File: src/pkg/lq_variance_regs.vh
/*
 * register map, field positions and timing counts of the link quality
 * and variance readout block.
 * assumes: included by the rtl files by bare name; apb byte addressing.
 */
// Overview of operation
// - 32-bit variance sum read through one 16-bit read-only data port, two reads
// - data port content valid only while the ready flag is set
// - after hold, first data read gives low half, second the high half
// - monitor enable bit 15, rw, reset 0, effective only with 100 Mb link
// - threshold at its maximum or minimum value can never be crossed
// - threshold violation raises interrupt when the external enable is set
// - reading monitor register clears all warning flags and re-arms interrupt
// - sticky clear-on-read flags: freq control hi 9/lo 8, offset hi 7/lo 6
// - sticky flags: wander hi 5/lo 4, gain hi 3/lo 2, eq coeff hi 1/lo 0
// - monitor bits 14 to 10 reserved: writes ignored, read zero
// - monitor status can trigger an automatic 100 Mb link reset
// - thresholds and parameters go through a separate data register
// - ready flag at bit 15 clears after two consecutive data reads
// - hold bit clears after two consecutive data reads, releasing loads
// - sums load when period elapses: 2, 4, 6 or 8 ms, default 2 ms
`ifndef LQ_VARIANCE_REGS_VH
`define LQ_VARIANCE_REGS_VH

// printed offsets are register indices; byte address is four times
`define IDX_VAR_CTRL 8'h1A
`define IDX_VSUM_PORT 8'h1B
`define IDX_MON 8'h1D
`define IDX_THR 8'h1E
`define IDX_IRQ_STAT 8'h20
`define IDX_IRQ_MASK 8'h21
`define IDX_AUTO_RST 8'h22

// variance control fields
`define VC_RDY 15
`define VC_HOLD 3
`define VC_TMR_HI 2
`define VC_TMR_LO 1
`define VC_EN 0

// monitor register fields
`define MON_EN 15
`define MON_FLAGS_W 10
`define MON_RESET 16'h0000

// threshold access fields
`define THR_SAMPLE 13
`define THR_WRITE 12
`define THR_PSEL_HI 11
`define THR_PSEL_LO 9
`define THR_HISEL 8

// interrupt status bits
`define IRQ_VAR_RDY 0
`define IRQ_LQ_WARN 1
`define IRQ_W 2

// timing: one period unit is 1.048576 ms
`define UNIT_NS 1048576
`define CLK_NS 40
`define UNIT_CYC (`UNIT_NS / `CLK_NS)

`endif

File: src/rtl/link_quality_variance_regs.v
/*
 * apb register bank for the variance readout and the link quality monitor:
 * variance control/data, monitor status, threshold access, irq status/mask
 * and auto link reset control.
 * assumes: apb master per amba apb; dsp parameters and variance sum are
 * synchronous to clock_i; link_up_i is an asynchronous status pin.
 */
`timescale 1ns/1ps
`include "lq_variance_regs.vh"
module link_quality_variance_regs #(
  parameter PW = 8,
  parameter UNIT_CYC = `UNIT_CYC
) (
  input wire clock_i,
  input wire arst_n_i,
  input wire psel_i,
  input wire penable_i,
  input wire pwrite_i,
  input wire [11:0] paddr_i,
  input wire [31:0] pwdata_i,
  output wire pready_o,
  output reg [31:0] prdata_o,
  output wire pslverr_o,
  input wire link_up_i,
  input wire lq_irq_en_i,
  input wire [31:0] variance_sum_i,
  input wire [5*PW-1:0] params_i,
  output wire variance_run_o,
  output wire lq_irq_o,
  output reg link_reset_o,
  output wire irq_o
);
  localparam NP = 5;

  // apb decode
  wire [9:0] idx = paddr_i[11:2];
  wire acc = psel_i && penable_i;
  wire wr = acc && pwrite_i;
  wire rd = acc && !pwrite_i;
  wire hit_vc = idx == {2'b00, `IDX_VAR_CTRL};
  wire hit_vd = idx == {2'b00, `IDX_VSUM_PORT};
  wire hit_mon = idx == {2'b00, `IDX_MON};
  wire hit_thr = idx == {2'b00, `IDX_THR};
  wire hit_ist = idx == {2'b00, `IDX_IRQ_STAT};
  wire hit_imk = idx == {2'b00, `IDX_IRQ_MASK};
  wire hit_ar = idx == {2'b00, `IDX_AUTO_RST};
  wire hit_any = hit_vc || hit_vd || hit_mon || hit_thr || hit_ist || hit_imk || hit_ar;
  // zero-wait slave; unmapped addresses answer with an error
  assign pready_o = 1'b1;
  assign pslverr_o = acc && !hit_any;

  // link-up pin: three flops, change accepted when second and third agree
  reg [2:0] link_sync;
  reg link_ok;
  always @(posedge clock_i or negedge arst_n_i) begin
    if (!arst_n_i) begin
      link_sync <= 3'b000;
      link_ok <= 1'b0;
    end else begin
      link_sync <= {link_sync[1:0], link_up_i};
      if (link_sync[1] == link_sync[2])
        link_ok <= link_sync[2];
    end
  end

  // variance control and data port
  reg var_en;
  reg var_hold;
  reg var_rdy;
  reg [1:0] var_sel;
  reg [31:0] var_sum;
  reg second_read; // next data read returns the high half
  wire tmr_done;
  wire vc_write = wr && hit_vc;
  wire vd_read = rd && hit_vd;
  assign variance_run_o = var_en;

  variance_period_timer #(
    .UNIT_CYC(UNIT_CYC)
  ) u_timer (
    .clock_i(clock_i),
    .arst_n_i(arst_n_i),
    .run_i(var_en),
    .restart_i(vc_write),
    .sel_i(var_sel),
    .done_o(tmr_done)
  );

  // new sums load only at period end and never while held
  wire var_load = tmr_done && !var_hold;
  wire pair_done = vd_read && second_read;

  always @(posedge clock_i or negedge arst_n_i) begin
    if (!arst_n_i) begin
      var_en <= 1'b0;
      var_hold <= 1'b0;
      var_rdy <= 1'b0;
      var_sel <= 2'b00; // default 2 ms
      var_sum <= 32'h0;
      second_read <= 1'b0;
    end else begin
      if (var_load)
        var_sum <= variance_sum_i;
      // low half first, high half next; a pair ends both flags
      if (vd_read)
        second_read <= !second_read;
      else if (vc_write && pwdata_i[`VC_HOLD])
        second_read <= 1'b0; // setting hold restarts the pair
      if (vc_write) begin
        var_en <= pwdata_i[`VC_EN];
        var_sel <= pwdata_i[`VC_TMR_HI:`VC_TMR_LO];
      end
      // a load is a set event and beats the pair-read clear
      if (var_load)
        var_rdy <= 1'b1;
      else if (pair_done)
        var_rdy <= 1'b0;
      if (pair_done)
        var_hold <= 1'b0;
      else if (vc_write)
        var_hold <= pwdata_i[`VC_HOLD];
    end
  end

  // threshold storage via threshold access register
  reg [PW-1:0] thr_hi [0:NP-1];
  reg [PW-1:0] thr_lo [0:NP-1];
  reg [2:0] thr_psel;
  reg thr_hisel;
  reg thr_sample;
  reg [PW-1:0] thr_data;
  wire thr_write = wr && hit_thr && pwdata_i[`THR_WRITE];
  wire [2:0] wsel = pwdata_i[`THR_PSEL_HI:`THR_PSEL_LO];
  wire [NP-1:0] trip_hi;
  wire [NP-1:0] trip_lo;

  // per-parameter compare; reset thresholds are the disabling extremes
  genvar g;
  generate
    for (g = 0; g < NP; g = g + 1) begin : g_par
      threshold_check #(
        .W(PW)
      ) u_chk (
        .value_i(params_i[g*PW +: PW]),
        .high_i(thr_hi[g]),
        .low_i(thr_lo[g]),
        .high_o(trip_hi[g]),
        .low_o(trip_lo[g])
      );
      always @(posedge clock_i or negedge arst_n_i) begin
        if (!arst_n_i) begin
          thr_hi[g] <= {PW{1'b1}};
          thr_lo[g] <= {PW{1'b0}};
        end else if (thr_write && wsel == g) begin
          if (pwdata_i[`THR_HISEL])
            thr_hi[g] <= pwdata_i[PW-1:0];
          else
            thr_lo[g] <= pwdata_i[PW-1:0];
        end
      end
    end
  endgenerate

  // selected parameter or threshold captured for readback
  wire [PW-1:0] sel_param = params_i[thr_psel*PW +: PW];
  always @(posedge clock_i or negedge arst_n_i) begin
    if (!arst_n_i) begin
      thr_psel <= 3'b000;
      thr_hisel <= 1'b0;
      thr_sample <= 1'b0;
      thr_data <= {PW{1'b0}};
    end else begin
      if (wr && hit_thr) begin
        thr_psel <= wsel;
        thr_hisel <= pwdata_i[`THR_HISEL];
        thr_sample <= pwdata_i[`THR_SAMPLE];
      end
      if (thr_psel < 3'h5)
        thr_data <= thr_sample ? sel_param
                   : (thr_hisel ? thr_hi[thr_psel] : thr_lo[thr_psel]);
      else
        thr_data <= {PW{1'b0}};
    end
  end

  // monitor: enable and sticky warning flags
  reg mon_en;
  reg [`MON_FLAGS_W-1:0] warn;
  reg lq_irq;
  wire mon_active = mon_en && link_ok;
  wire mon_read = rd && hit_mon;
  // flag order: eq coeff lo/hi, gain, wander, freq offset, freq control
  wire [`MON_FLAGS_W-1:0] trips = {trip_hi[4], trip_lo[4], trip_hi[3], trip_lo[3],
                                   trip_hi[2], trip_lo[2], trip_hi[1], trip_lo[1],
                                   trip_hi[0], trip_lo[0]};
  wire [`MON_FLAGS_W-1:0] new_warn = mon_active ? trips : {`MON_FLAGS_W{1'b0}};

  always @(posedge clock_i or negedge arst_n_i) begin
    if (!arst_n_i) begin
      mon_en <= 1'b0;
      warn <= {`MON_FLAGS_W{1'b0}};
      lq_irq <= 1'b0;
    end else begin
      if (wr && hit_mon)
        mon_en <= pwdata_i[`MON_EN]; // reserved bits ignored
      // read clears, a same-cycle crossing still sets
      if (mon_read)
        warn <= new_warn;
      else
        warn <= warn | new_warn;
      // request held until monitor read re-arms it
      if ((|new_warn) && lq_irq_en_i)
        lq_irq <= 1'b1;
      else if (mon_read)
        lq_irq <= 1'b0;
    end
  end
  assign lq_irq_o = lq_irq;

  // automatic link reset on any warning when enabled
  reg auto_rst_en;
  always @(posedge clock_i or negedge arst_n_i) begin
    if (!arst_n_i) begin
      auto_rst_en <= 1'b0;
      link_reset_o <= 1'b0;
    end else begin
      if (wr && hit_ar)
        auto_rst_en <= pwdata_i[0];
      link_reset_o <= auto_rst_en && (|new_warn);
    end
  end

  // block interrupt: sticky status, write one to clear, set wins
  reg [`IRQ_W-1:0] irq_stat;
  reg [`IRQ_W-1:0] irq_mask;
  wire [`IRQ_W-1:0] irq_ev;
  assign irq_ev[`IRQ_VAR_RDY] = var_load;
  assign irq_ev[`IRQ_LQ_WARN] = (|new_warn) && lq_irq_en_i;
  always @(posedge clock_i or negedge arst_n_i) begin
    if (!arst_n_i) begin
      irq_stat <= {`IRQ_W{1'b0}};
      irq_mask <= {`IRQ_W{1'b0}};
    end else begin
      if (wr && hit_imk)
        irq_mask <= pwdata_i[`IRQ_W-1:0];
      if (wr && hit_ist)
        irq_stat <= (irq_stat & ~pwdata_i[`IRQ_W-1:0]) | irq_ev;
      else
        irq_stat <= irq_stat | irq_ev;
    end
  end
  assign irq_o = |(irq_stat & irq_mask);

  // read mux, combinational so read data is valid in the access cycle
  always @* begin
    prdata_o = 32'h0;
    if (hit_vc)
      prdata_o = {16'h0, var_rdy, 11'h0, var_hold, var_sel, var_en};
    else if (hit_vd)
      prdata_o = {16'h0, second_read ? var_sum[31:16] : var_sum[15:0]};
    else if (hit_mon)
      prdata_o = {16'h0, mon_en, 5'h00, warn};
    else if (hit_thr)
      prdata_o = {16'h0, 2'b00, thr_sample, 1'b0, thr_psel, thr_hisel, thr_data};
    else if (hit_ist)
      prdata_o = {30'h0, irq_stat};
    else if (hit_imk)
      prdata_o = {30'h0, irq_mask};
    else if (hit_ar)
      prdata_o = {31'h0, auto_rst_en};
  end
endmodule // link_quality_variance_regs

File: src/rtl/threshold_check.v
/*
 * one parameter's high/low threshold compare; extreme thresholds never trip.
 * assumes: parameters and thresholds are unsigned, same width.
 */
`timescale 1ns/1ps
module threshold_check #(
  parameter W = 8
) (
  input wire [W-1:0] value_i,
  input wire [W-1:0] high_i,
  input wire [W-1:0] low_i,
  output wire high_o,
  output wire low_o
);
  // a high limit at max or low limit at min disables that side
  assign high_o = (high_i != {W{1'b1}}) && (value_i > high_i);
  assign low_o = (low_i != {W{1'b0}}) && (value_i < low_i);
endmodule // threshold_check

File: src/rtl/variance_period_timer.v
/*
 * variance computation period timer: pulses when the selected
 * 2/4/6/8 unit period elapses.
 * assumes: restart pulses for one cycle whenever the period field is written.
 */
`timescale 1ns/1ps
module variance_period_timer #(
  parameter UNIT_CYC = 26214
) (
  input wire clock_i,
  input wire arst_n_i,
  input wire run_i,
  input wire restart_i,
  input wire [1:0] sel_i,
  output reg done_o
);
  reg [31:0] unit_cnt;
  reg [3:0] units;
  wire [3:0] target = {1'b0, sel_i, 1'b0} + 4'h2; // 2,4,6,8 units

  // count whole units, then units up to the target; restart on write
  always @(posedge clock_i or negedge arst_n_i) begin
    if (!arst_n_i) begin
      unit_cnt <= 32'h0;
      units <= 4'h0;
      done_o <= 1'b0;
    end else begin
      done_o <= 1'b0;
      if (!run_i || restart_i) begin
        unit_cnt <= 32'h0;
        units <= 4'h0;
      end else if (unit_cnt == UNIT_CYC - 1) begin
        unit_cnt <= 32'h0;
        if (units + 4'h1 >= target) begin
          units <= 4'h0;
          done_o <= 1'b1;
        end else begin
          units <= units + 4'h1;
        end
      end else begin
        unit_cnt <= unit_cnt + 32'h1;
      end
    end
  end
endmodule // variance_period_timer

File: config.mk
export PLATFORM = sky130hd
export DESIGN_NAME = link_quality_variance_regs
export DESIGN_NICKNAME = d
export VERILOG_FILES = /design/src/rtl/link_quality_variance_regs.v /design/src/rtl/threshold_check.v /design/src/rtl/variance_period_timer.v
export VERILOG_INCLUDE_DIRS = /design/src /design/src/pkg
export SDC_FILE = /design/constraint.sdc
export NUM_CORES = 1
export LEC_CHECK = 0
export BUFFER_PORTS_ARGS = -buffer_cell sky130_fd_sc_hd__buf_2
export CORE_MARGIN = 8
export CORE_UTILIZATION = 57
export DETAILED_ROUTE_END_ITERATION = 8
export PLACE_DENSITY_LB_ADDON = 0.2
export RECOVER_POWER = 25
export SLEW_MARGIN = 10
export SYNTH_ARGS = -nofsm -noshare
export SYNTH_HDL_FRONTEND = slang
export SYNTH_HIERARCHICAL = 1
export SYNTH_SLANG_ARGS = --single-unit
File: constraint.sdc
create_clock -name clock_i -period 3 [get_ports clock_i]
set_input_delay 0.45 -clock clock_i [delete_from_list [all_inputs] [get_ports clock_i]]
set_output_delay 0.45 -clock clock_i [all_outputs]
set_load 0.01 [all_outputs]
### Yosys cells after proc, flatten, opt, wreduce, memory -nomap -nowiden

Cells that the tools add are included.

| word-level totals | value |
|---|---|
| bits in registers | 190 |
| bits of input ports | 123 |
| output and inout port bits | 38 |
| word-level logic and storage cells | 180 |

| operators by class | value |
|---|---|
| add/subtract/negate cells | 3 |
| magnitude comparators | 13 |
| equal/unequal tests | 18 |
| shift-type cells | 1 |
| multiplexer cells | 36 |
| bitwise logic cells | 8 |
| reductions and logical operators | 69 |

Operator list:

| cell | count |
|---|---|
| two-way mux 16 bit | 4 |
| two-way mux 32 bit | 2 |
| two-way mux 8 bit | 7 |
| binary-select mux 8 bit (select 3 bit) | 2 |
| equality test 10 x 5 -> 1 bit, second input constant | 4 |
| greater-than comparator 8 bit | 5 |
| less-than comparator 8 bit | 5 |
| != test 8 bit, second input constant | 5 |
| nonzero test 8 bit | 5 |
| indexed part select 40 x 7 -> 8 bit | 1 |
| logical AND 1 bit | 34 |
| adder 32 x 1 -> 32 bit, second input constant | 1 |
| equality test 32 x 15 -> 1 bit, second input constant | 1 |
| equality test 10 x 6 -> 1 bit, second input constant | 3 |
| two-way mux 10 bit | 2 |
| AND reduction 2 bit | 10 |
| two-way mux 14 bit | 1 |
| two-way mux 1 bit | 12 |
| two-way mux 4 bit | 3 |
| bitwise OR 10 bit | 1 |
| nonzero test 2 bit | 5 |
| OR reduction 10 bit | 1 |
| logical OR 1 bit | 7 |
| equality test 3 x 2 -> 1 bit, second input constant | 2 |
| 17 further kinds | 25 |

### Logic depth before layout (Yosys ltp)

| depth | value |
|---|---|
| depth after elaboration | 9 |
| gate-level depth with buffers | 9 |
| gate-level depth less buffers | 9 |

### Hierarchy

The synthesis kept the hierarchy.

Modules (own cells, without submodules):

| module | times used | cells an instance | area each (um2) | seq. area each (um2) |
|---|---|---|---|---|
| link_quality_variance_regs | 1 | 561 | 7674.9 | 3878.7 |
| variance_period_timer | 1 | 224 | 2089.5 | 925.9 |
| threshold_check | 5 | 57 | 406.6 | 0.0 |

### Least setup slack after synthesis

Ideal clock, no wire load.

| timing path | value |
|---|---|
| kind | input -> register |
| from | in paddr_i[9] |
| to | reg thr_hi[24] in the netlist's numbering |
| library setup time | 0.082 ns |
| arrival time | 2.519 ns |
| data required time | 2.918 ns |
| path slack | 0.399 ns |
| stages on the path | 7 |
| buffers on the path | 3 |
| cells stage by stage | or4_4 > buf_6 > or3_4 > buf_6 > or4_4 > buf_6 > mux2_4 |

| between the ends | value |
|---|---|
| word-level cells in the longest chain between the ends | 5 |

RTL lines:

| what | RTL line | source |
|---|---|---|
| from (decl) | link_quality_variance_regs.v:19 | `input wire [11:0] paddr_i,` |
| equality test 10 x 5 -> 1 bit | link_quality_variance_regs.v:43 | `` wire hit_thr = idx == {2'b00, `IDX_THR}; `` |
| logical AND 1 bit (2 in series) | link_quality_variance_regs.v:132 | `` wire thr_write = wr && hit_thr && pwdata_i[`THR_WRITE]; `` |
| logical AND 1 bit | link_quality_variance_regs.v:154 | `end else if (thr_write && wsel == g) begin` |
| AND reduction 2 bit (no source line) | n/a |  |
| to (signal, indexed assignment) | link_quality_variance_regs.v:152 | `thr_hi[g] <= {PW{1'b1}};` |
| to (signal, indexed assignment) | link_quality_variance_regs.v:156 | `thr_hi[g] <= pwdata_i[PW-1:0];` |
| to (decl) | link_quality_variance_regs.v:126 | `reg [PW-1:0] thr_hi [0:NP-1];` |

No other way between the ends.
A chain may end at the register's enable or synchronous reset.

### Worst setup path in the final report

| timing path | value |
|---|---|
| from | in paddr_i[9] |
| to | out prdata_o[7] |

| between the ends | value |
|---|---|
| word-level cells in the longest chain between the ends | 5 |
| elaborated cells between the ends (all ways) | 8 |
| classes of those cells | 4 x eq/ne; 4 x mux |

RTL lines:

| what | RTL line | source |
|---|---|---|
| equality test 10 x 5 -> 1 bit | link_quality_variance_regs.v:43 |  |
| two-way mux 14 bit | link_quality_variance_regs.v:263 | `else if (hit_thr)` |
| two-way mux 16 bit | link_quality_variance_regs.v:261 | `else if (hit_mon)` |
| two-way mux 16 bit | link_quality_variance_regs.v:259 | `else if (hit_vd)` |
| two-way mux 16 bit * | link_quality_variance_regs.v:257 | `if (hit_vc)` |
| to (decl) | link_quality_variance_regs.v:22 | `output reg [31:0] prdata_o,` |

Every way passes the cells marked *; elsewhere a longest branch is shown, timed or not.

==> impl_metrics.py <==
metrics = {
    "run_status": {
        "outcome": "complete, but fails checks",
        "violations": "max-capacitance violations, max-slew violations",
    },
    "detailed_routing": {
        "wire_per_inst_um": 21.5,
        "drcViolationCount": 0,
        "vias": 9153,
        "postRouteAntennaNets": 0,
        "vias_per_cell": 6.26,
        "first_pass_iters": 5,
        "dr.first_iter.drc_count": 808,
        "postRouteWirelength_mm": 31.5,
    },
    "placement": {
        "port_buffers": 124,
        "dp_hpwl_mm": 23.7,
        "place_inst": 1429,
        "place.gp.congestion": 0.973,
        "dpl_worst_slack_ns": 0.278,
    },
    "clocking": {
        "numCtsBuffers": 17,
        "cts_tree": "yes",
        "cts.sinks": 190,
        "cts_resized": 0,
        "path_clk_slew_ns": 0.07,
        "hold_buffers": 0,
        "post_cts_buffers": 0,
        "ctsRootBufferMaster": "clkbuf_16",
        "cts_buffer_depth": 2,
        "worstSkewPairLatency_ns": 0.44,
        "htree_levels": 4,
    },
    "global_route": {
        "grt_pass1_vias": 9255,
        "grt_antenna_before_repair": 0,
        "track_usage_pct": 24.7,
        "use_met1_pct": 33.2,
        "grt.overflow.total": 0,
        "busiest_layer": "met2",
        "grt_max_degree": 73,
        "gr-usage-met2_pct": 37.0,
        "grt_pass1_wl_mm": 50.5,
        "use_met3_pct": 6.48,
    },
    "logic_synthesis": {
        "synthTopCellsByArea": "dfrtp_1 (32%), mux2_2 (12%), dfstp_2 (8.9%)",
        "ys_seq_elements": 190,
        "yosysSeqAreaShare_pct": 40.7,
        "synth_top_area_share_pct": 31.8,
        "syn_avg_cell_area_um2": 11.0,
        "synth_flop_cell": "dfrtp_1",
        "synth_warnings": 6,
        "syn-cell-area_mm2": 0.0118,
        "yosysTopAreaCell": "dfrtp_1",
        "synth_edf_count": 0,
        "syn_inst": 1070,
        "ys_types": 74,
        "async_flop_share_pct": 100,
    },
    "layout": {
        "drive_above_1_share_pct": 31.8,
        "num_antenna_cells": 0,
        "final_util_pct": 64.6,
        "fin_nets": 1383,
        "instances_no_fill": 1461,
        "syn2layout_area_growth_pct": 11.2,
        "nFillCells": 1654,
        "multi_input_area_mm2": 0.00632,
        "ff_latch_area_mm2": 0.00481,
    },
    "setup_path": {
        "worstPathCellList": "buf_2 -> or4_4 -> or3_2 -> nor2_1 -> a221o_1 -> buf_2",
        "arrival_ns": 2.28,
        "crit_path_max_incr_delay_ns": 0.67,
        "reg2reg_depth": 9,
        "path_class": "in -> out",
        "critPathMaxFanout": 12,
        "cp_slowest_cell": "or3_2",
        "endpoint_kind": "output port",
        "critPathMostFrequentCell": "buf_2",
        "cp-start-kind": "input pin",
        "critical_path_required_ns": 2.55,
    },
    "floorplanning": {
        "num_rows": 52,
        "initial_core_util_pct": 58.1,
        "die_area_mm2": 0.0256,
        "dieHeight_um": 160,
        "core_mm2": 0.0203,
        "die_w_um": 160,
        "ios": 161,
    },
    "timing": {
        "layout_worst_path_cycle_share_pct": 91.0,
        "hold_violations": 0,
        "fmax_ghz": 0.366,
        "slew_headroom_pct": -18.1,
        "setup_ws_ns": 0.270,
        "tightestPinTransition_ns": 1.77,
        "fin_crit_ns": 2.73,
        "skew_ns": 0.0103,
        "rsz0062_at_grt": "false",
        "finalSetupTns_ns": 0,
        "finalMaxSlewViolations": 72,
        "finalSetupViolCount": 0,
    },
    "power": {
        "internal_power_uw": 3970,
        "netSwitchingPower_uw": 1270,
        "p_leak_uw": 0.00569,
        "p_per_area_mw_per_mm2": 400,
        "p_seq_share_pct": 49.2,
        "swShare_pct": 24.2,
        "combPwrFrac_pct": 7.4,
        "vdd_drop_max_mv": 0.335,
        "power.share.clock_pct": 43.4,
    },
    "run": {
        "cap_violations": 1,
    },
    "hold_path": {
        "hold_path_depth": 1,
        "hold_path.class": "in -> reg",
    },
}
==> flip-flops by register name, summed over array words and instances (netlist names), 2 cells and up <==
name              cells
irq_mask              2
u_timer/unit_cnt     32
thr_lo               40
warn                 10
link_sync             3
irq_stat              2
thr_data              8
thr_psel              3
u_timer/units         4
var_sel               2
var_sum              32
thr_hi               40
==> per-stage QoR <==
| step | instance area (µm²) | total power, µW | hold slack [ns] |
|---|---|---|---|
| floorplan | 11900 | 2820 | 0.154 |
| global placement | 12600 | 3000 | 0.339 |
| detailed placement | 12600 | 3010 | 0.338 |
| CTS | 13100 | 5280 | 0.0324 |
| global route | 13100 | 5420 | 0.114 |
| finish | 13100 | 5240 | 0.117 |
==> critical path: cells and delay by family <==
family | cells | cell delay, ns
and+or+nand+nor | 3 | 1.44
buffers and inverters | 2 | 0.24
AOI/OAI and AO/OA | 1 | 0.14
==> cell usage after synthesis, types with 6 or more instances <==
cell      number
a221o_1       20
xnor2_1        7
buf_4         17
nand3_1       20
nand2_1       30
nor3_1         9
and4_1         6
nand3b_1       6
o22ai_1        8
mux2_4         8
o31ai_1        8
clkbuf_1      21
nor2b_1       10
or4_1         12
ha_1          82
nor4_1        21
o211ai_1       7
or3_1          9
dfstp_2       40
o21ai_0       27
mux2_2       124
dfrtp_1      150
inv_1         86
and3_1        11
mux4_2        16
a221oi_1       7
a22o_1        15
o31a_1         6
nand4_1       44
mux2i_1       36
nor3b_1        8
a21oi_1       37
nor2_1        56
o21bai_1       6
buf_1         17
xor2_1         9
==> placed cells by master, fill, tap and decap left out, drive strengths merged, types with 30 or more instances in the layout <==
master,instances
dfrtp,150
buf,138
mux2,132
inv,90
ha,82
nor2,56
nand4,45
a21oi,42
dfstp,40
mux2i,36
nand2,30
==> power groups by stage <==
stage / Clock (µW) / Sequential [µW] / Combinational [µW]
finish: 2270 / 2580 / 388
global route: 2410 / 2580 / 430
CTS: 2310 / 2580 / 387
detailed placement: 0 / 2630 / 384
global placement: 0 / 2630 / 376
floorplan: 0 / 2620 / 193
==> cells by family (layout without fill, tap and decap cells) <==
logic type               Yosys count  count (layout)  share of synthesized area, %
AND/OR/NAND/NOR                  266             266                          13.4
flip-flops                       190             190                          40.7
multiplexers                     184             184                          19.0
AO/OA/AOI/OAI                    176             176                          10.6
buffers and inverters            153             259                          6.27
adder cells (fa/ha/maj)           83              83                          8.78
XOR/XNOR                          16              16                          1.19
other                              2              17                        0.0637
==> worst paths after layout <==
check | start | endpoint | slack (ns)
worst max-delay path | paddr_i[9] | prdata_o[7] | 0.27
worst min register to register | link_sync[0] | link_sync[1] | 0.35
max in group asynchronous | arst_n_i | thr_lo[37] | 0.88
worst min-delay path | link_up_i | link_sync[0] | 0.12
worst max register to register | thr_hi[17] | irq_stat[1] | 0.50
min in group asynchronous | arst_n_i | var_sum[18] | 0.48
==> layer usage <==
layer | vias to the layer above | wire, µm
li1 | 4190 | -
met1 | 4527 | 14000
met2 | 358 | 13900
met3 | 78 | 2600
met4 | 0 | 1000
met5 | - | 0
==> layout make-up <==
| class | instances | share of cell area [%] |
|---|---|---|
| Clock buffer | 21 | 3.43 |
| Tap cell | 270 | 2.58 |
| Clock inverter | 11 | 1.01 |
| Sequential cell | 190 | 36.6 |
| Multi-Input combinational cell | 742 | 48.1 |
| Timing Repair Buffer | 141 | 5.74 |
| Inverter | 86 | 2.46 |
Power figures use the tool's default switching activity.
